==> config.mk <==
export PLATFORM = sky130hd
export DESIGN_NAME = dhlc_top
export DESIGN_NICKNAME = d
export VERILOG_FILES = /design/src/core/dhlc_pkg.sv /design/src/core/dhlc_top.sv
export SDC_FILE = /design/constraint.sdc
export NUM_CORES = 1
export LEC_CHECK = 0
export CORE_AREA = 5 5 113 115
export DETAILED_ROUTE_END_ITERATION = 16
export DIE_AREA = 0 0 118 120
export DONT_BUFFER_PORTS = 1
export PLACE_DENSITY_LB_ADDON = 0.25
export SETUP_SLACK_MARGIN = 0.5
export SLEW_MARGIN = 5
export SYNTH_ARGS = -nofsm -noshare
export SYNTH_HDL_FRONTEND = slang
export SYNTH_SLANG_ARGS = --single-unit
==> constraint.sdc <==
create_clock -name pclk -period 1.77 [get_ports pclk]
set_input_delay 0.354 -clock pclk [delete_from_list [all_inputs] [get_ports pclk]]
set_output_delay 0.354 -clock pclk [all_outputs]
set_load 0.02 [all_outputs]
==> src/core/dhlc_pkg.sv <==
// package: register offsets, field positions and constants of the dma link
package dhlc_pkg;
  // register byte addresses on apb
  localparam logic [7:0] DHLC_OFS_CTRL   = 8'h00;
  localparam logic [7:0] DHLC_OFS_UPPER  = 8'h04;
  localparam logic [7:0] DHLC_OFS_STATUS = 8'h08;
  localparam logic [7:0] DHLC_OFS_COUNT  = 8'h0C;
  localparam logic [7:0] DHLC_OFS_OUTBUF = 8'h10;
  localparam logic [7:0] DHLC_OFS_INBUF  = 8'h14;
  localparam logic [7:0] DHLC_OFS_IRQ    = 8'h18;
  // control register field positions
  localparam int DHLC_CTL_STA   = 0;
  localparam int DHLC_CTL_C0    = 3;
  localparam int DHLC_CTL_C1    = 4;
  localparam int DHLC_CTL_SGL   = 5;
  localparam int DHLC_CTL_ABORT_NOTIFY  = 6;
  localparam int DHLC_CTL_SUPV  = 7;
  // status byte field positions
  localparam int DHLC_ST_FN     = 0;
  localparam int DHLC_ST_IPC    = 3;
  localparam int DHLC_ST_RDYN   = 4;
  localparam int DHLC_ST_DONE   = 5;
  localparam int DHLC_ST_INIT   = 6;
  // values after reset
  localparam logic [7:0]  DHLC_CTRL_RST  = 8'h20;
  localparam logic [6:0]  DHLC_UPPER_RST = 7'h00;
  localparam logic [15:0] DHLC_COUNT_RST = 16'h0000;
  localparam logic [15:0] DHLC_DATA_RST  = 16'h0000;
  localparam int          DHLC_CNT_W     = 16;
  typedef enum logic [2:0] {
    DHLC_IDLE = 3'b000,
    DHLC_WAIT = 3'b001,
    DHLC_REQ  = 3'b010,
    DHLC_BUSY = 3'b011,
    DHLC_NEXT = 3'b100
  } dhlc_state_t;
endpackage

==> src/core/dhlc_top.sv <==
// dma host link control: apb registers, link handshake and status byte
//
// Our own choices: the APB interface to the registers and the register offsets.
`timescale 1ns/1ps
module dhlc_top #(
  parameter bit BUSY_ACTIVE_HIGH = 1'b1
) (
  input  wire logic        pclk,
  input  wire logic        presetn,
  input  wire logic        psel,
  input  wire logic        penable,
  input  wire logic        pwrite,
  input  wire logic [7:0]  paddr,
  input  wire logic [31:0] pwdata,
  input  wire logic [3:0]  pstrb,
  output logic      [31:0] prdata,
  output logic             pready,
  output logic             pslverr,
  output logic      [15:0] link_data_out,
  input  wire logic [15:0] link_data_in,
  output logic      [2:0]  user_status_out,
  input  wire logic [2:0]  host_function_inputs,
  input  wire logic        host_init_in,
  input  wire logic        interprocessor_flag_in,
  input  wire logic        host_ready_n,
  input  wire logic        host_busy,
  input  wire logic        host_attention,
  output logic             cycle_request,
  output logic             cycle_type_low,
  output logic             cycle_type_high,
  output logic             single_cycle,
  output logic             abort_notify,
  output logic             low_address_bit,
  output logic             word_counter_advance,
  output logic             bus_address_advance,
  output logic      [6:0]  upper_address_bits,
  output logic             supervisor_space,
  output logic             dma_irq
);
  // package items under local names; nothing is imported
  typedef dhlc_pkg::dhlc_state_t dhlc_state_t;
  localparam dhlc_state_t DHLC_IDLE = dhlc_pkg::DHLC_IDLE;
  localparam dhlc_state_t DHLC_WAIT = dhlc_pkg::DHLC_WAIT;
  localparam dhlc_state_t DHLC_REQ  = dhlc_pkg::DHLC_REQ;
  localparam dhlc_state_t DHLC_BUSY = dhlc_pkg::DHLC_BUSY;
  localparam dhlc_state_t DHLC_NEXT = dhlc_pkg::DHLC_NEXT;

  // register byte addresses
  localparam logic [7:0]  DHLC_OFS_CTRL   = dhlc_pkg::DHLC_OFS_CTRL;
  localparam logic [7:0]  DHLC_OFS_UPPER  = dhlc_pkg::DHLC_OFS_UPPER;
  localparam logic [7:0]  DHLC_OFS_STATUS = dhlc_pkg::DHLC_OFS_STATUS;
  localparam logic [7:0]  DHLC_OFS_COUNT  = dhlc_pkg::DHLC_OFS_COUNT;
  localparam logic [7:0]  DHLC_OFS_OUTBUF = dhlc_pkg::DHLC_OFS_OUTBUF;
  localparam logic [7:0]  DHLC_OFS_INBUF  = dhlc_pkg::DHLC_OFS_INBUF;
  localparam logic [7:0]  DHLC_OFS_IRQ    = dhlc_pkg::DHLC_OFS_IRQ;

  // control and status field positions
  localparam int          DHLC_CTL_STA    = dhlc_pkg::DHLC_CTL_STA;
  localparam int          DHLC_CTL_C0     = dhlc_pkg::DHLC_CTL_C0;
  localparam int          DHLC_CTL_C1     = dhlc_pkg::DHLC_CTL_C1;
  localparam int          DHLC_CTL_SGL    = dhlc_pkg::DHLC_CTL_SGL;
  localparam int          DHLC_CTL_ABORT_NOTIFY   = dhlc_pkg::DHLC_CTL_ABORT_NOTIFY;
  localparam int          DHLC_CTL_SUPV   = dhlc_pkg::DHLC_CTL_SUPV;
  localparam int          DHLC_ST_FN      = dhlc_pkg::DHLC_ST_FN;
  localparam int          DHLC_ST_IPC     = dhlc_pkg::DHLC_ST_IPC;
  localparam int          DHLC_ST_RDYN    = dhlc_pkg::DHLC_ST_RDYN;
  localparam int          DHLC_ST_DONE    = dhlc_pkg::DHLC_ST_DONE;
  localparam int          DHLC_ST_INIT    = dhlc_pkg::DHLC_ST_INIT;

  // values after reset
  localparam logic [7:0]  DHLC_CTRL_RST   = dhlc_pkg::DHLC_CTRL_RST;
  localparam logic [6:0]  DHLC_UPPER_RST  = dhlc_pkg::DHLC_UPPER_RST;
  localparam logic [15:0] DHLC_COUNT_RST  = dhlc_pkg::DHLC_COUNT_RST;
  localparam logic [15:0] DHLC_DATA_RST   = dhlc_pkg::DHLC_DATA_RST;

  typedef struct packed {
    // pin synchronisers, two stages each
    logic [1:0]            fn_s1;
    logic [1:0]            fn_s2;
    logic [1:0]            fn_s3;
    logic [1:0]            init_s;
    logic [1:0]            ipc_s;
    logic [1:0]            rdy_s;
    logic [1:0]            busy_s;
    logic [1:0]            abort_notify_s;
    logic [15:0]           din1;
    logic [15:0]           din_s;
    // software-visible registers
    logic [7:0]            ctrl;
    logic [6:0]            upper;
    logic [15:0]           count;
    logic [15:0]           outbuf;
    logic [15:0]           inbuf;
    // interrupt and sequencer state, and registered read data
    logic                  irq_mask;
    logic                  fn2_flag;
    logic                  done;
    logic                  req;
    logic                  advance;
    dhlc_state_t           state;
    logic [31:0]           rdata;
  } dhlc_regs_t;

  dhlc_regs_t cur_ff;
  dhlc_regs_t nxt_cur;

  function automatic logic hit(input logic [7:0] a, input logic [7:0] o);
    hit = (a == o);
  endfunction

  logic       acc;
  logic       wr;
  logic       busy_act;
  logic [7:0] status_byte;

  assign acc      = psel && penable;
  assign wr       = acc && pwrite;
  assign busy_act = (cur_ff.busy_s[1] == BUSY_ACTIVE_HIGH);

  // one decode per register, shared by the write and read paths
  logic       sel_ctrl;
  logic       sel_upper;
  logic       sel_status;
  logic       sel_count;
  logic       sel_outbuf;
  logic       sel_inbuf;
  logic       sel_irq;

  assign sel_ctrl   = hit(paddr, DHLC_OFS_CTRL);
  assign sel_upper  = hit(paddr, DHLC_OFS_UPPER);
  assign sel_status = hit(paddr, DHLC_OFS_STATUS);
  assign sel_count  = hit(paddr, DHLC_OFS_COUNT);
  assign sel_outbuf = hit(paddr, DHLC_OFS_OUTBUF);
  assign sel_inbuf  = hit(paddr, DHLC_OFS_INBUF);
  assign sel_irq    = hit(paddr, DHLC_OFS_IRQ);

  always_comb begin
    status_byte = 8'h00;
    status_byte[DHLC_ST_FN +: 3] = {cur_ff.fn_s3[1], cur_ff.fn_s2[1],
                                    cur_ff.fn_s1[1]};
    status_byte[DHLC_ST_IPC]  = cur_ff.fn_s2[1];
    status_byte[DHLC_ST_RDYN] = cur_ff.rdy_s[1];
    status_byte[DHLC_ST_DONE] = cur_ff.done;
    status_byte[DHLC_ST_INIT] = cur_ff.init_s[1];
    status_byte[7]            = cur_ff.ipc_s[1];
  end

  always_comb begin
    nxt_cur = cur_ff;
    // two-stage synchronisers on every host pin
    nxt_cur.fn_s1  = {cur_ff.fn_s1[0], host_function_inputs[0]};
    nxt_cur.fn_s2  = {cur_ff.fn_s2[0], host_function_inputs[1]};
    nxt_cur.fn_s3  = {cur_ff.fn_s3[0], host_function_inputs[2]};
    nxt_cur.init_s = {cur_ff.init_s[0], host_init_in};
    nxt_cur.ipc_s  = {cur_ff.ipc_s[0], interprocessor_flag_in};
    nxt_cur.rdy_s  = {cur_ff.rdy_s[0], host_ready_n};
    nxt_cur.busy_s = {cur_ff.busy_s[0], host_busy};
    nxt_cur.abort_notify_s = {cur_ff.abort_notify_s[0], host_attention};
    nxt_cur.din1   = link_data_in;
    nxt_cur.din_s  = cur_ff.din1;

    // register writes
    if (wr && sel_ctrl && pstrb[0]) begin
      nxt_cur.ctrl = pwdata[7:0];
    end
    // the count runs up towards zero; a start value of zero wraps
    // round and moves the full counter range of words
    if (wr && sel_count && (pstrb[1:0] == 2'b11)) begin
      nxt_cur.count = pwdata[15:0];
    end
    // the output latch belongs to the sequencer while a transfer runs
    if (wr && sel_outbuf &&
        (cur_ff.state == DHLC_IDLE)) begin
      nxt_cur.outbuf = pwdata[15:0];
    end
    if (wr && sel_irq) begin
      nxt_cur.irq_mask = pwdata[0];
      if (pwdata[1]) begin
        nxt_cur.fn2_flag = 1'b0;
      end
    end
    // set wins over the software clear
    if (cur_ff.fn_s2[1]) begin
      nxt_cur.fn2_flag = 1'b1;
    end

    // transfer sequencer
    // both counter enables pulse together, one cycle per word
    nxt_cur.advance = 1'b0;
    unique case (cur_ff.state)
      DHLC_IDLE: begin
        nxt_cur.req = 1'b0;
      end
      // a request waits for busy seen idle through the synchroniser, so
      // a late busy from an aborted cycle holds off the next request
      DHLC_WAIT: begin
        if (!cur_ff.rdy_s[1] && !busy_act) begin
          nxt_cur.state = DHLC_REQ;
        end
      end
      DHLC_REQ: begin
        nxt_cur.req = 1'b1;
        if (busy_act) begin
          nxt_cur.req   = 1'b0;
          nxt_cur.state = DHLC_BUSY;
        end
      end
      DHLC_BUSY: begin
        if (!busy_act) begin
          if (cur_ff.ctrl[DHLC_CTL_C1] == 1'b0) begin
            nxt_cur.inbuf = cur_ff.din_s;
          end
          nxt_cur.advance = 1'b1;
          nxt_cur.count = cur_ff.count + 16'h0001;
          nxt_cur.state = DHLC_NEXT;
        end
      end
      DHLC_NEXT: begin
        if (cur_ff.count == DHLC_COUNT_RST) begin
          nxt_cur.done  = 1'b1;
          nxt_cur.state = DHLC_IDLE;
        end else begin
          nxt_cur.state = DHLC_WAIT;
        end
      end
      default: begin
        nxt_cur.state = DHLC_IDLE;
      end
    endcase

    // a write to the upper address arms a new transfer
    if (wr && sel_upper && pstrb[0]) begin
      nxt_cur.upper = pwdata[6:0];
      nxt_cur.done  = 1'b0;
      nxt_cur.req   = 1'b0;
      nxt_cur.state = DHLC_WAIT;
    end
    // host attention, function input two or own abort ends the transfer at once
    if (cur_ff.abort_notify_s[1] || cur_ff.fn_s2[1] ||
        (cur_ff.ctrl[DHLC_CTL_ABORT_NOTIFY] && cur_ff.state != DHLC_IDLE)) begin
      nxt_cur.state = DHLC_IDLE;
      nxt_cur.req   = 1'b0;
      nxt_cur.done  = 1'b1;
    end
    if (cur_ff.abort_notify_s[1]) begin
      nxt_cur.fn2_flag = 1'b1;
    end

    // read data, registered for the access phase
    nxt_cur.rdata = 32'h0000_0000;
    if (psel && !penable && !pwrite) begin
      if (sel_ctrl) begin
        nxt_cur.rdata = {24'h000000, cur_ff.ctrl};
      end else if (sel_status) begin
        nxt_cur.rdata = {24'h000000, status_byte};
      end else if (sel_inbuf) begin
        nxt_cur.rdata = {16'h0000, cur_ff.inbuf};
      end else if (sel_outbuf) begin
        nxt_cur.rdata = {16'h0000, cur_ff.outbuf};
      end else if (sel_irq) begin
        nxt_cur.rdata = {30'h00000000, cur_ff.fn2_flag, cur_ff.irq_mask};
      end
    end
  end

  always_ff @(posedge pclk or negedge presetn) begin
    if (!presetn) begin
      cur_ff.fn_s1    <= 2'b00;
      cur_ff.fn_s2    <= 2'b00;
      cur_ff.fn_s3    <= 2'b00;
      cur_ff.init_s   <= 2'b00;
      cur_ff.ipc_s    <= 2'b00;
      cur_ff.busy_s   <= 2'b00;
      cur_ff.abort_notify_s   <= 2'b00;
      cur_ff.din1     <= 16'h0000;
      cur_ff.din_s    <= 16'h0000;
      cur_ff.fn2_flag <= 1'b0;
      cur_ff.req      <= 1'b0;
      cur_ff.advance  <= 1'b0;
      cur_ff.rdata    <= 32'h0000_0000;
      // done set at reset: the engine is ready to be programmed
      cur_ff.ctrl     <= DHLC_CTRL_RST;
      cur_ff.upper    <= DHLC_UPPER_RST;
      cur_ff.count    <= DHLC_COUNT_RST;
      cur_ff.outbuf   <= DHLC_DATA_RST;
      cur_ff.inbuf    <= DHLC_DATA_RST;
      cur_ff.irq_mask <= 1'b1;
      cur_ff.rdy_s    <= 2'b11;
      cur_ff.done     <= 1'b1;
      cur_ff.state    <= DHLC_IDLE;
    end else begin
      cur_ff <= nxt_cur;
    end
  end

  // one wait-free access; upper address reads as zero (write only)
  assign pready  = 1'b1;
  assign pslverr = 1'b0;
  assign prdata  = cur_ff.rdata;

  assign link_data_out        = cur_ff.outbuf;
  assign user_status_out      = cur_ff.ctrl[DHLC_CTL_STA +: 3];
  assign cycle_type_low       = cur_ff.ctrl[DHLC_CTL_C0];
  assign cycle_type_high      = cur_ff.ctrl[DHLC_CTL_C1];
  assign single_cycle         = cur_ff.ctrl[DHLC_CTL_SGL];
  assign abort_notify         = cur_ff.ctrl[DHLC_CTL_ABORT_NOTIFY];
  assign supervisor_space     = cur_ff.ctrl[DHLC_CTL_SUPV];
  assign upper_address_bits   = cur_ff.upper;
  assign cycle_request        = cur_ff.req;
  assign low_address_bit      = 1'b0;
  assign word_counter_advance = cur_ff.advance;
  assign bus_address_advance  = cur_ff.advance;
  // mask bit low lets the request through
  assign dma_irq = cur_ff.fn2_flag && !cur_ff.irq_mask;
endmodule // dhlc_top

-- Yosys cells after proc, flatten, opt, wreduce, memory -nomap -nowiden
Index checks and enable logic that the tools add are counted.
- bits in registers: 151
- output and inout port bits: 70
- bits of input ports: 73
- word-level logic and storage cells: 103
- bitwise operators: 2
- equality and inequality tests: 15
- reduce and logical (&&, ||, !) cells: 36
- add/subtract/negate cells: 1
- mux-type cells: 27
- operator list (operator ; count):
    $mux W16 ; 8
    $eq A8 B5 Y1 const B ; 3
    $add A16 B1 Y16 const B ; 1
    $eq A8 B4 Y1 const B ; 2
    $logic_and A1 B1 Y1 ; 16
    $logic_not A16 Y1 ; 1
    $pmux W3 S5 ; 1
    $reduce_bool A3 Y1 ; 5
    $mux W3 ; 4
    $ne A4 B4 Y1 const B ; 3
    $mux W1 ; 9
    $eq A8 B3 Y1 const B ; 1
    $logic_not A8 Y1 ; 1
    $eq A3 B2 Y1 const B ; 2
    $mux W2 ; 3
    $logic_not A1 Y1 ; 5
    $mux W4 ; 1
    $reduce_and A2 Y1 ; 2
    $reduce_and A4 Y1 ; 1
    $reduce_bool A4 Y1 ; 1
    $eq A3 B1 Y1 const B ; 1
    $eq A3 B3 Y1 const B ; 1
    $logic_not A3 Y1 ; 1
    $ne A3 B1 Y1 const B ; 1
    other kinds (5) ; 7

-- Depth between registers and ports, before layout
Gate-level depths: netlist of run 1.
- depth after elaboration: 7
- depth in mapped cells: 7
- mapped depth without buffers: 6

-- Worst setup path before layout of run 1
Ideal clock, no wire load.
- kind: input to register
- start: input paddr[4]
- end: register cur_ff (netlist bit abort_notify)
- arrival time: 2.074 ns
- stages: 5
- path buffers: 1
- slack: -0.429 ns
- required time: 1.645 ns
- setup time: 0.125 ns
- cell sequence: or4_4 or3_1 buf_2 nor3_4 mux2_2
- word-level cells in the longest chain between the ends: 3
- ends and longest elaborated chain (what ; RTL line ; RTL):
    start, declared ; dhlc_top.sv:13 ; input wire logic [7:0] paddr,
    $logic_not A8 Y1 ; dhlc_top.sv:108 ; hit = (a == o);
    $logic_and A1 B1 Y1 (2 in series) ; dhlc_top.sv:163 ; if (wr && sel_ctrl && pstrb[0]) begin
    end signal, assigned ; dhlc_top.sv:292 ; cur_ff <= nxt_cur;
    end, declared ; dhlc_top.sv:104 ; dhlc_regs_t cur_ff;
Every way passes these cells.
A chain may end at the register's enable or synchronous reset.

-- Final worst setup path of run 1
- start: input paddr[6]
- end: register cur_ff (netlist bit user_status_out[1])
Same word-level chain as after synthesis.

==> results by group, run 1 <==
Run status
  – Status: finished, violations left
  – Failing checks: negative hold slack

Final layout
  – Fin util: 63.0%
  – Share of cells above drive strength 1: 46.6%
  – Inserted Diodes: 0
  – Filler instances: 875
  – Non-filler cells, final: 664
  – Final nets: 579
  – Layout Area Growth over Synthesis: 29.6%

Global route
  – Global-route wire length before repair: 21700 µm
  – GRT Total Usage: 20.0%
  – Initial antenna violation count: 0
  – Vias in the first global route: 3860
  – Total grt overflow: 0
  – Largest net degree at the start of global routing: 136

Timing
  – Measured slew at the worst slew-check pin: 0.695 ns
  – Post-layout min period: 1.67 ns
  – Final setup viols: 0
  – Final worst slack: 0.0988 ns
  – RSZ-0062 raised after global routing: true
  – Final Skew: 0.00592 ns
  – Final critical-path share of the clock period: 94.4%
  – Top achievable clock speed: 598 MHz
  – Worst-case hold slack: -0.362 ns
  – Pins Over Slew Limit: 0
  – Final hold violations: 135
  – Max-slew headroom: 53.6%

CTS
  – Post-CTS Hold Buffers: 24
  – H-tree depth: 4
  – Clock tree sinks: 135
  – CTS tree: yes
  – Clock-pin slew on the worst setup and hold paths: 0.05 ns
  – CTS Root Cell: clkbuf_16
  – CTS buffer count: 17
  – Clk buf depth: 2
  – Clk Latency, worst-skew pair: 0.41 ns

Worst setup path
  – R2R depth: 5
  – Worst r2r src: busy_act
  – CP startpoint: paddr[6]
  – Reg2reg end: cur_ff[42]
  – Worst path arrival time: 1.96 ns
  – Critical Path RT: 2.06 ns
  – Register-to-Register Setup Slack: 0.18 ns
  – Worst setup EP type: flip-flop
  – Critical path type: in2reg
  – Critical path destination: user_status_out[1]
  – Crit-path slowest cell: or4_4
  – Critical path, cell by cell: or4_4 -> or3_4 -> nor3_4 -> buf_12 -> mux2_2
  – Slowest stage delay, CP: 0.54 ns
  – CP startpoint kind: input pin
  – CP Max Fanout: 8

Logic synthesis
  – Synth top area share: 57.2%
  – Most common cell in the synthesized netlist: dfrtp_1
  – Main synth FF type: dfrtp_1
  – Post-Syn Area: 0.00569 mm²
  – #FFs+latches synth: 135
  – Yosys synthesis warning count: 0
  – Yosys cell types: 57
  – Commonest cells post-synth: dfrtp_1 (130), buf_4 (63), mux2_2 (49)
  – Gate Count Post-Synth: 454
  – Avg Cell Area, Syn: 12.5 µm²
  – Post-synth top area cell: dfrtp_1
  – Sequential share of the synthesized area: 59.5%
  – Async set or reset register ratio after synthesis: 100%
  – Top post-synthesis cells by area: dfrtp_1 (57%), mux2_2 (9.7%), buf_4 (8.3%), nor2_1 (2.4%), dfstp_2 (2.3%)
  – Post-synth EDFFs: 0

Min path
  – Worst Hold Class: in2async

Drt
  – Drt pass-1 iters: 4
  – Post-route ant nets: 0
  – Vias per inst: 5.51
  – Initial drt markers: 300
  – Drt total wl: 13800 µm
  – DRC violations left: 0
  – Per-cell routed wire length: 20.9 µm
  – DR vias: 3657

Placed design
  – GP Congestion: 0.852
  – Dpl ws: -0.374 ns
  – Port Buf Inserts: 0
  – Detailed placement HPWL: 8870 µm
  – DP Cell Count: 575

Power and ir drop
  – Sw frac: 19.8%
  – Power per cell area: 921 mW/mm²
  – LEAKAGE: 3.30 nW
  – Sw power: 1.34 mW
  – Internal power: 5.45 mW
  – Combinational Power Share: 2.4%
  – Max IR drop VDD: 1.23 mV
  – Clk pwr share: 50.4%
  – Register share of total power: 47.2%

Floorplan
  – Core ar.: 0.0117 mm²
  – Initial Util: 48.6%
  – Site Rows: 40
  – I/O pin count: 143
  – Die area: 0.0142 mm²
  – Die H: 120 µm
  – Chip width: 118 µm

Job
  – Max-cap violations: 0
-- metal layers --
layer	part of all wire [%]	GRT usage (%)	vias to the layer above
met5	0	0	-
met4	1.1	6.45	0
met3	8.6	8.72	15
met2	52	33.1	124
met1	38	23.5	1870
li1	-	-	1648
-- cells in the final DEF, fill, tap and decap left out, types with 6 or more instances in the layout --
cell | Yosys | layout
dfrtp_1 | 130 | 99
buf_6 | 0 | 24
clkbuf_1 | 8 | 6
dfrtp_2 | 0 | 31
nand2_1 | 11 | 9
nor3_2 | 1 | 6
a21oi_1 | 12 | 8
mux2_2 | 49 | 31
nor2_1 | 36 | 29
dlygate4sd3_1 | 0 | 24
buf_4 | 63 | 34
nor2b_1 | 13 | 11
mux2_4 | 0 | 18
mux2i_1 | 6 | 6
a22oi_1 | 9 | 9
o22ai_1 | 10 | 7
clkbuf_16 | 0 | 18
o311a_1 | 6 | 6
conb_1 | 2 | 19
-- kinds of logic (layout without fill, tap and decap cells) --
logic type,count (synthesis),count (layout),share of synthesized area [%]
AO/OA/AOI/OAI,67,67,8.33
adder cells (fa/ha/maj),2,2,0.440
flip-flops,135,135,59.5
multiplexers,55,55,10.8
other,2,19,0.132
buffers and inverters,79,125,9.41
AND/OR/NAND/NOR,114,114,11.5
-- power by group through the flow --
stage	Combinational [mW]	Clock [mW]	Sequential [mW]
final	0.166	3.42	3.20
after detailed placement	0.103	0	3.25
after global routing	0.179	3.67	3.21
after floorplan	0.150	0	3.23
after global placement	0.101	0	3.25
after CTS	0.157	3.50	3.20
-- sequential cells by signal, indices dropped and copies added, names as in the netlist --
register             cells
upper_address_bits       7
single_cycle             1
supervisor_space         1
user_status_out          3
link_data_out           16
abort_notify             1
cycle_type_low           1
bus_address_advance      1
prdata                  16
cycle_request            1
cycle_type_high          1
cur_ff                  85
busy_act                 1
-- through the flow --
stage               hold slack, ns  setup TNS, ns  cell area [µm²]  total power, mW
CTS                         -0.388              0             7120             6.86
global route                -0.389              0             7380             7.06
finish                      -0.362              0             7380             6.79
detailed placement          0.0621         -12.71             5770             3.36
global placement            0.0619         -11.28             5770             3.35
floorplan                   0.0584         -14.09             5860             3.38
-- layout make-up --
type                       instances  area, µm²  area share, %
sequential                       135       3420           46.4
multi-input combinational        257       2280           30.9
timing repair buffer              88        898           12.2
clock buffer                      23        448           6.07
tap                              147        184           2.49
clock inverter                     9        128           1.73
inverter                           5       18.8          0.254
-- critical path, delay by kind of cell --
| kind | cells | cell delay, ns |
|---|---|---|
| buf+inv | 1 | 0.16 |
| simple gates | 3 | 1.12 |
| mux | 1 | 0.33 |
-- worst min-delay path by stage --
| stage | startpoint | endpoint | cells after the start |
|---|---|---|---|
| after detailed placement | presetn | cur_ff[49] | 0 |
| final | presetn | cur_ff[128] | 0 |
| after CTS | presetn | cur_ff[110] | 0 |
| after global placement | presetn | cur_ff[49] | 0 |
| after floorplan | presetn | abort_notify | 0 |
| after global routing | presetn | prdata[12] | 0 |
-- repair_timing --
action,in CTS,in global routing
setup endpoints to repair,112,96
pin swaps,22,15
gates resized for setup,96,42
buffers inserted,19,11
endpoints found under the hold margin,159,135
cloned,3,0
No activity file was read; power rests on OpenSTA's default activity.
==> run 2: changes to the inputs <==
--- a/config.mk
+++ b/config.mk
@@ -10,7 +10,7 @@
 export DIE_AREA = 0 0 118 120
 export DONT_BUFFER_PORTS = 1
 export PLACE_DENSITY_LB_ADDON = 0.25
-export SETUP_SLACK_MARGIN = 0.5
+export SETUP_SLACK_MARGIN = 0.4
 export SLEW_MARGIN = 5
 export SYNTH_ARGS = -nofsm -noshare
 export SYNTH_HDL_FRONTEND = slang
==> run 2 against run 1 <==
  * Utilization fell by 1.4 points
  * Via count barely moved
  * Clock power rose by 8.8%
  * Sequential cell count did not move
  * The run still ends with negative hold slack left
  * Critical path depth did not move
  * Routed wire length fell by 2.1%
  * Design area fell by 2.3%
  * Largest power group unchanged
  * Power rose by 4.4%
==> results by group, run 2 (synthesis results as in run 1) <==
CTS
  – CTS tree: yes (unchanged)
  – Clock-pin slew on the worst setup and hold paths: 0.06 ns (was 0.05 ns)
  – CTS buffer count: 17 (unchanged)
  – CTS Root Cell: clkbuf_16 (unchanged)
  – Clk Latency, worst-skew pair: 0.43 ns (was 0.41 ns)
  – H-tree depth: 4 (unchanged)
  – Post-CTS Hold Buffers: 24 (unchanged)
  – Clk buf depth: 2 (unchanged)
  – Clock tree sinks: 135 (unchanged)

Global route
  – Largest net degree at the start of global routing: 136 (unchanged)
  – Total grt overflow: 0 (unchanged)
  – Global-route wire length before repair: 20600 µm (was 21700 µm)
  – GRT Total Usage: 19.1% (was 20.0%)
  – Vias in the first global route: 3737 (was 3860)
  – Initial antenna violation count: 0 (unchanged)

Worst setup path
  – Critical Path RT: 2.07 ns (was 2.06 ns)
  – CP startpoint kind: input pin (unchanged)
  – Slowest stage delay, CP: 0.54 ns (about the same)
  – Reg2reg end: cur_ff[32] (was cur_ff[42])
  – CP Buf/Inv Count: 1 (unchanged)
  – Critical path type: in2reg (unchanged)
  – CP Max Fanout: 7 (was 8)
  – Worst setup EP type: flip-flop (unchanged)
  – R2R depth: 7 (was 5)
  – Register-to-Register Setup Slack: 0.14 ns (was 0.18 ns)
  – CP delay by family, top: simple AND/OR/NAND/NOR gates (unchanged)
  – Worst path arrival time: 1.98 ns (was 1.96 ns)
  – Critical path, cell by cell: or4_4 -> or3_4 -> nor3_4 -> buf_12 -> mux2_2 (unchanged)
  – Crit-path slowest cell: or4_4 (unchanged)
  – Worst r2r src: cur_ff[72] (was busy_act)

Run status
  – Status: finished, violations left (unchanged)
  – Failing checks: negative hold slack (unchanged)

Final layout
  – Most frequent cells in the layout: dfrtp_1 (126), buf_4 (30), mux2_2 (26) (was dfrtp_1 (99), buf_4 (34), mux2_2 (31), dfrtp_2 (31), nor2_1 (29))
  – Final nets: 570 (was 579)
  – Filler instances: 912 (was 875)
  – Inserted Diodes: 0 (unchanged)
  – Max reg flops: 85 (unchanged)
  – Post-route cell area: 0.00721 mm² (was 0.00738 mm²)
  – Most common cell after layout, fill and taps aside: dfrtp_1 (unchanged)
  – Layout Area Growth over Synthesis: 26.7% (was 29.6%)
  – Fin util: 61.6% (was 63.0%)
  – Biggest register: cur_ff (unchanged)
  – Share of cells above drive strength 1: 39.0% (was 46.6%)

Timing
  – Top achievable clock speed: 596 MHz (was 598 MHz)
  – RSZ-0062 raised after global routing: true (unchanged)
  – Post-layout min period: 1.68 ns (was 1.67 ns)
  – Final hold violations: 135 (unchanged)
  – Pins Over Slew Limit: 0 (unchanged)
  – Final setup viols: 0 (unchanged)
  – Final critical-path share of the clock period: 94.8% (was 94.4%)
  – Worst-case hold slack: -0.382 ns (was -0.362 ns)
  – Final Skew: 0.0151 ns (was 0.00592 ns)

Drt
  – Drt total wl: 13600 µm (was 13800 µm)
  – Post-route ant nets: 0 (unchanged)
  – Drt pass-1 iters: 5 (was 4)
  – Vias per inst: 5.58 (was 5.51)
  – DR vias: 3655 (was 3657)
  – Initial drt markers: 234 (was 300)
  – DRC violations left: 0 (unchanged)
  – Per-cell routed wire length: 20.7 µm (was 20.9 µm)

Floorplan
  – I/O pin count: 143 (unchanged)
  – Initial Util: 48.6% (unchanged)
  – Die area: 0.0142 mm² (unchanged)
  – Die H: 120 µm (unchanged)
  – Core ar.: 0.0117 mm² (unchanged)
  – Chip width: 118 µm (unchanged)
  – Site Rows: 40 (unchanged)

Job
  – Max-cap violations: 0 (unchanged)

Power and ir drop
  – LEAKAGE: 3.29 nW (was 3.30 nW)
  – Max IR drop VDD: 0.918 mV (was 1.23 mV)
  – Power per cell area: 984 mW/mm² (was 921 mW/mm²)
  – Total power: 7.09 mW (was 6.79 mW)

Placed design
  – Port Buf Inserts: 0 (unchanged)
  – Detailed placement HPWL: 8930 µm (was 8870 µm)
  – GP Congestion: 0.865 (was 0.852)
  – Post-placement cell area: 0.00577 mm² (about the same)

Min path
  – Worst Hold Class: in2async (unchanged)
## run 2: worst max-delay path by stage
stage | to | slack (ns) | start | cells after the start
global route | cur_ff[82] | 0.07 | cur_ff[72] | 8
global placement | cur_ff[81] | -0.33 | paddr[4] | 5
CTS | abort_notify | 0.13 | paddr[4] | 5
detailed placement | cur_ff[84] | -0.44 | paddr[4] | 5
floorplan | abort_notify | -0.38 | paddr[4] | 5
finish | abort_notify | 0.09 | paddr[4] | 5
## run 2: layer usage
layer,up-vias,GRT usage [%],part of all wire [%]
li1,1619,-,-
met1,1886,22.8,39
met2,129,29.8,50
met3,21,8.62,8.8
met4,0,8.60,2.1
met5,-,0,0
## run 2: where the power goes
part           leakage (nW)  switching [mW]  internal (mW)
Sequential             1.74          0.0436           3.16
Combinational          1.25          0.0834         0.0864
Clock                 0.304            1.29           2.43
Total                  3.29            1.42           5.68
## run 2: worst reg2reg max path: cells and delay by family, from the launching register on
family          cells  cell delay, ns
compound gates      1            0.23
fa+ha+maj           1            0.15
buf+inv             2            0.20
flops               1            0.42
simple gates        3            0.52
## run 2: cell type report
cell class	count	area [µm²]	share of cell area, %
Sequential cell	135	3390	47.0
Multi-Input combinational cell	257	2180	30.3
Timing Repair Buffer	79	805	11.2
Clock buffer	21	460	6.39
Tap cell	147	184	2.55
Clock inverter	11	171	2.38
Inverter	5	18.8	0.260
## run 2: per-stage QoR
| step | setup TNS, ns | std cells | hold WS (ns) | worst slack (ns) |
|---|---|---|---|---|
| 6_report | 0 | 655 | -0.382 | 0.0920 |
| 5_1_grt | 0 | 655 | -0.409 | 0.0662 |
| 4_1_cts | 0 | 646 | -0.392 | 0.125 |
| 3_5_place_dp | -13.93 | 576 | 0.0620 | -0.438 |
| 3_3_place_gp | -12.74 | 576 | 0.0623 | -0.330 |
| 2_1_floorplan | -14.09 | 471 | 0.0584 | -0.379 |
## run 2: timing repair
action	in CTS	in global routing
gates cloned	1	1
gates resized for setup	40	57
pin swaps	14	20
setup buffers	13	8
setup endpoints to repair	86	87
hold endpoints to repair	159	135
==> run 3: changes to the inputs <==
--- a/config.mk
+++ b/config.mk
@@ -5,10 +5,11 @@
 export SDC_FILE = /design/constraint.sdc
 export NUM_CORES = 1
 export LEC_CHECK = 0
-export CORE_AREA = 5 5 113 115
+export CORE_AREA = 2 2 110 112
 export DETAILED_ROUTE_END_ITERATION = 16
-export DIE_AREA = 0 0 118 120
+export DIE_AREA = 0 0 112 114
 export DONT_BUFFER_PORTS = 1
+export HOLD_SLACK_MARGIN = 0.15
 export PLACE_DENSITY_LB_ADDON = 0.25
 export SETUP_SLACK_MARGIN = 0.4
 export SLEW_MARGIN = 5
==> constraint.sdc (replaced) <==
create_clock -name pclk -period 1.77 [get_ports pclk]
set_input_delay 0.354 -clock pclk [delete_from_list [all_inputs] [get_ports pclk]]
set_output_delay 0.354 -clock pclk [all_outputs]
set_load 0.1 [all_outputs]
==> run 3 against run 2 <==
  * The flow still finishes with violations (negative hold slack)
  * Final cell count rose by 14%
  * Routed wire length rose by 12%
  * Sequential power barely moved
  * Register-to-register slack barely moved
  * Maximum frequency rose by 0.53%
  * Utilization rose by 10 points
  * Hold slack improved by 0.0048 ns
  * Non-clock buffer count rose by 93
  * Critical endpoint is now user_status_out[1]
==> results by group, run 3 (synthesis results as in run 1) <==
Job
  – Max-cap violations: 0 (unchanged)

CTS
  – Clk Latency, worst-skew pair: 0.43 ns (about the same)
  – Clock tree sinks: 135 (unchanged)
  – CTS tree: yes (unchanged)
  – Post-CTS Hold Buffers: 41 (was 24)
  – H-tree depth: 4 (unchanged)
  – Clk buf depth: 2 (unchanged)
  – CTS buffer count: 17 (unchanged)
  – Clock-pin slew on the worst setup and hold paths: 0.05 ns (was 0.06 ns)
  – CTS Root Cell: clkbuf_16 (unchanged)

Global route
  – Initial antenna violation count: 0 (unchanged)
  – Global-route wire length before repair: 23100 µm (was 20600 µm)
  – Met2 GRT Util: 39.0% (was 29.8%)
  – Vias in the first global route: 4238 (was 3737)
  – Gr busiest metal: met2 (unchanged)
  – Total grt overflow: 0 (unchanged)
  – M1 GR Usage: 29.0% (was 22.8%)
  – GRT Total Usage: 24.2% (was 19.1%)
  – Largest net degree at the start of global routing: 136 (unchanged)
  – Met3 usage: 8.24% (was 8.62%)

Drt
  – Drt total wl: 15100 µm (was 13600 µm)
  – Per-cell routed wire length: 20.2 µm (was 20.7 µm)
  – DR vias: 4019 (was 3655)
  – Initial drt markers: 244 (was 234)
  – DRC violations left: 0 (unchanged)
  – Post-route ant nets: 0 (unchanged)
  – Drt pass-1 iters: 5 (unchanged)
  – Vias per inst: 5.37 (was 5.58)

Floorplan
  – Chip width: 112 µm (was 118 µm)
  – Initial Util: 48.6% (unchanged)
  – Die H: 114 µm (was 120 µm)
  – Site Rows: 40 (unchanged)
  – I/O pin count: 143 (unchanged)
  – Die area: 0.0128 mm² (was 0.0142 mm²)
  – Core ar.: 0.0117 mm² (unchanged)

Final layout
  – Most frequent cells in the layout: dfrtp_1 (116), buf_4 (64), dlygate4sd3_1 (41) (was dfrtp_1 (126), buf_4 (30), mux2_2 (26))
  – Layout Area Growth over Synthesis: 47.9% (was 26.7%)
  – Biggest register: cur_ff (unchanged)
  – Most common cell after layout, fill and taps aside: dfrtp_1 (unchanged)
  – Max reg flops: 85 (unchanged)
  – Fin util: 71.9% (was 61.6%)
  – Inserted Diodes: 0 (unchanged)
  – Final nets: 663 (was 570)
  – Share of cells above drive strength 1: 47.8% (was 39.0%)
  – Post-route cell area: 0.00842 mm² (was 0.00721 mm²)

Power and ir drop
  – LEAKAGE: 3.81 nW (was 3.29 nW)
  – Max IR drop VDD: 0.769 mV (was 0.918 mV)
  – Total power: 6.96 mW (was 7.09 mW)
  – Power per cell area: 827 mW/mm² (was 984 mW/mm²)

Timing
  – Final critical-path share of the clock period: 94.3% (was 94.8%)
  – Max-slew headroom: 52.4%
  – Top achievable clock speed: 599 MHz (was 596 MHz)
  – Setup_tns: 0 ns (unchanged)
  – Worst-case hold slack: -0.377 ns (was -0.382 ns)
  – Final Skew: 0.0163 ns (was 0.0151 ns)
  – Final hold violations: 135 (unchanged)
  – Pins Over Slew Limit: 0 (unchanged)
  – RSZ-0062 raised after global routing: true (unchanged)
  – Final setup viols: 0 (unchanged)
  – Post-layout min period: 1.67 ns (was 1.68 ns)
  – Measured slew at the worst slew-check pin: 0.712 ns

Worst setup path
  – Worst path arrival time: 1.97 ns (was 1.98 ns)
  – Slowest stage delay, CP: 0.55 ns (was 0.54 ns)
  – Critical path, cell by cell: or4_4 -> or3_4 -> nor3_4 -> buf_4 -> mux2_2 (was or4_4 -> or3_4 -> nor3_4 -> buf_12 -> mux2_2)
  – CP Buf/Inv Count: 1 (unchanged)
  – CP Max Fanout: 6 (was 7)
  – Worst setup EP type: flip-flop (unchanged)
  – Critical Path RT: 2.07 ns (about the same)
  – Crit-path slowest cell: or4_4 (unchanged)
  – CP startpoint kind: input pin (unchanged)
  – CP delay by family, top: simple AND/OR/NAND/NOR gates (unchanged)
  – Critical path type: in2reg (unchanged)

Placed design
  – Port Buf Inserts: 0 (unchanged)
  – GP Congestion: 0.841 (was 0.865)
  – Detailed placement HPWL: 8720 µm (was 8930 µm)
  – Post-placement cell area: 0.00608 mm² (was 0.00577 mm²)

Min path
  – Worst Hold Class: in2async (unchanged)

Run status
  – Status: finished, violations left (unchanged)
  – Failing checks: negative hold slack (unchanged)
run 3: cell count changes in the layout (fill, tap and decap cells not counted), moves of 4 or more:
cell	before	now
mux2_4	23	17
dfrtp_4	0	8
buf_8	0	5
dlygate4sd3_1	24	41
dfrtp_1	126	116
mux2_2	26	32
buf_4	30	64
buf_6	19	24
buf_12	5	36
clkbuf_1	2	6
run 3: area by class of cell:
type                            instances  area [µm²]
Sequential cell                       135        3430
Fill cell                             748        3300
Multi-Input combinational cell        257        2220
Timing Repair Buffer                  172        2010
Clock buffer                           25         475
Tap cell                              147         184
Clock inverter                          7        72.6
Inverter                                5        23.8
run 3: per-layer routing:
| layer | vias up | share of wire [%] |
|---|---|---|
| met3 | 26 | 7.3 |
| li1 | 1815 | - |
| met5 | - | 0 |
| met4 | 0 | 1.9 |
| met2 | 139 | 51 |
| met1 | 2039 | 39 |
run 3: path summary, 6_finish.rpt:
check | start | endpoint | slack, ns | cells past startpoint
worst max-delay path | paddr[4] | user_status_out[1] | 0.10 | 5
worst min-delay path | presetn | cur_ff[51] | -0.38 | 0
worst max register to register | cur_ff[34] | cur_ff[53] | 0.14 | 6
worst min register to register | cur_ff[119] | cur_ff[103] | 0.34 | 0
max in group asynchronous | presetn | cur_ff[39] | 1.88 | 0
min in group pclk | paddr[2] | cur_ff[38] | 0.20 | 3
run 3: power breakdown:
group	internal, mW	switching, mW
registers	3.16	0.0420
clock network	2.00	1.29
logic	0.144	0.316
total	5.30	1.65
run 3: metrics by stage:
| step | setup WS, ns | cells |
|---|---|---|
| floorplan | -0.380 | 471 |
| global placement | -0.327 | 618 |
| detailed placement | -0.423 | 618 |
| CTS | 0.129 | 739 |
| global route | 0.0640 | 748 |
| finish | 0.101 | 748 |
run 3: repair_timing:
| item | in CTS | in global routing |
|---|---|---|
| endpoints found under the setup margin | 135 | 130 |
| endpoints found under the hold margin | 213 | 135 |
| buffers inserted | 45 | 9 |
| cloned | 3 | 0 |
| pin swaps | 13 | 17 |
| gates resized for setup | 171 | 62 |
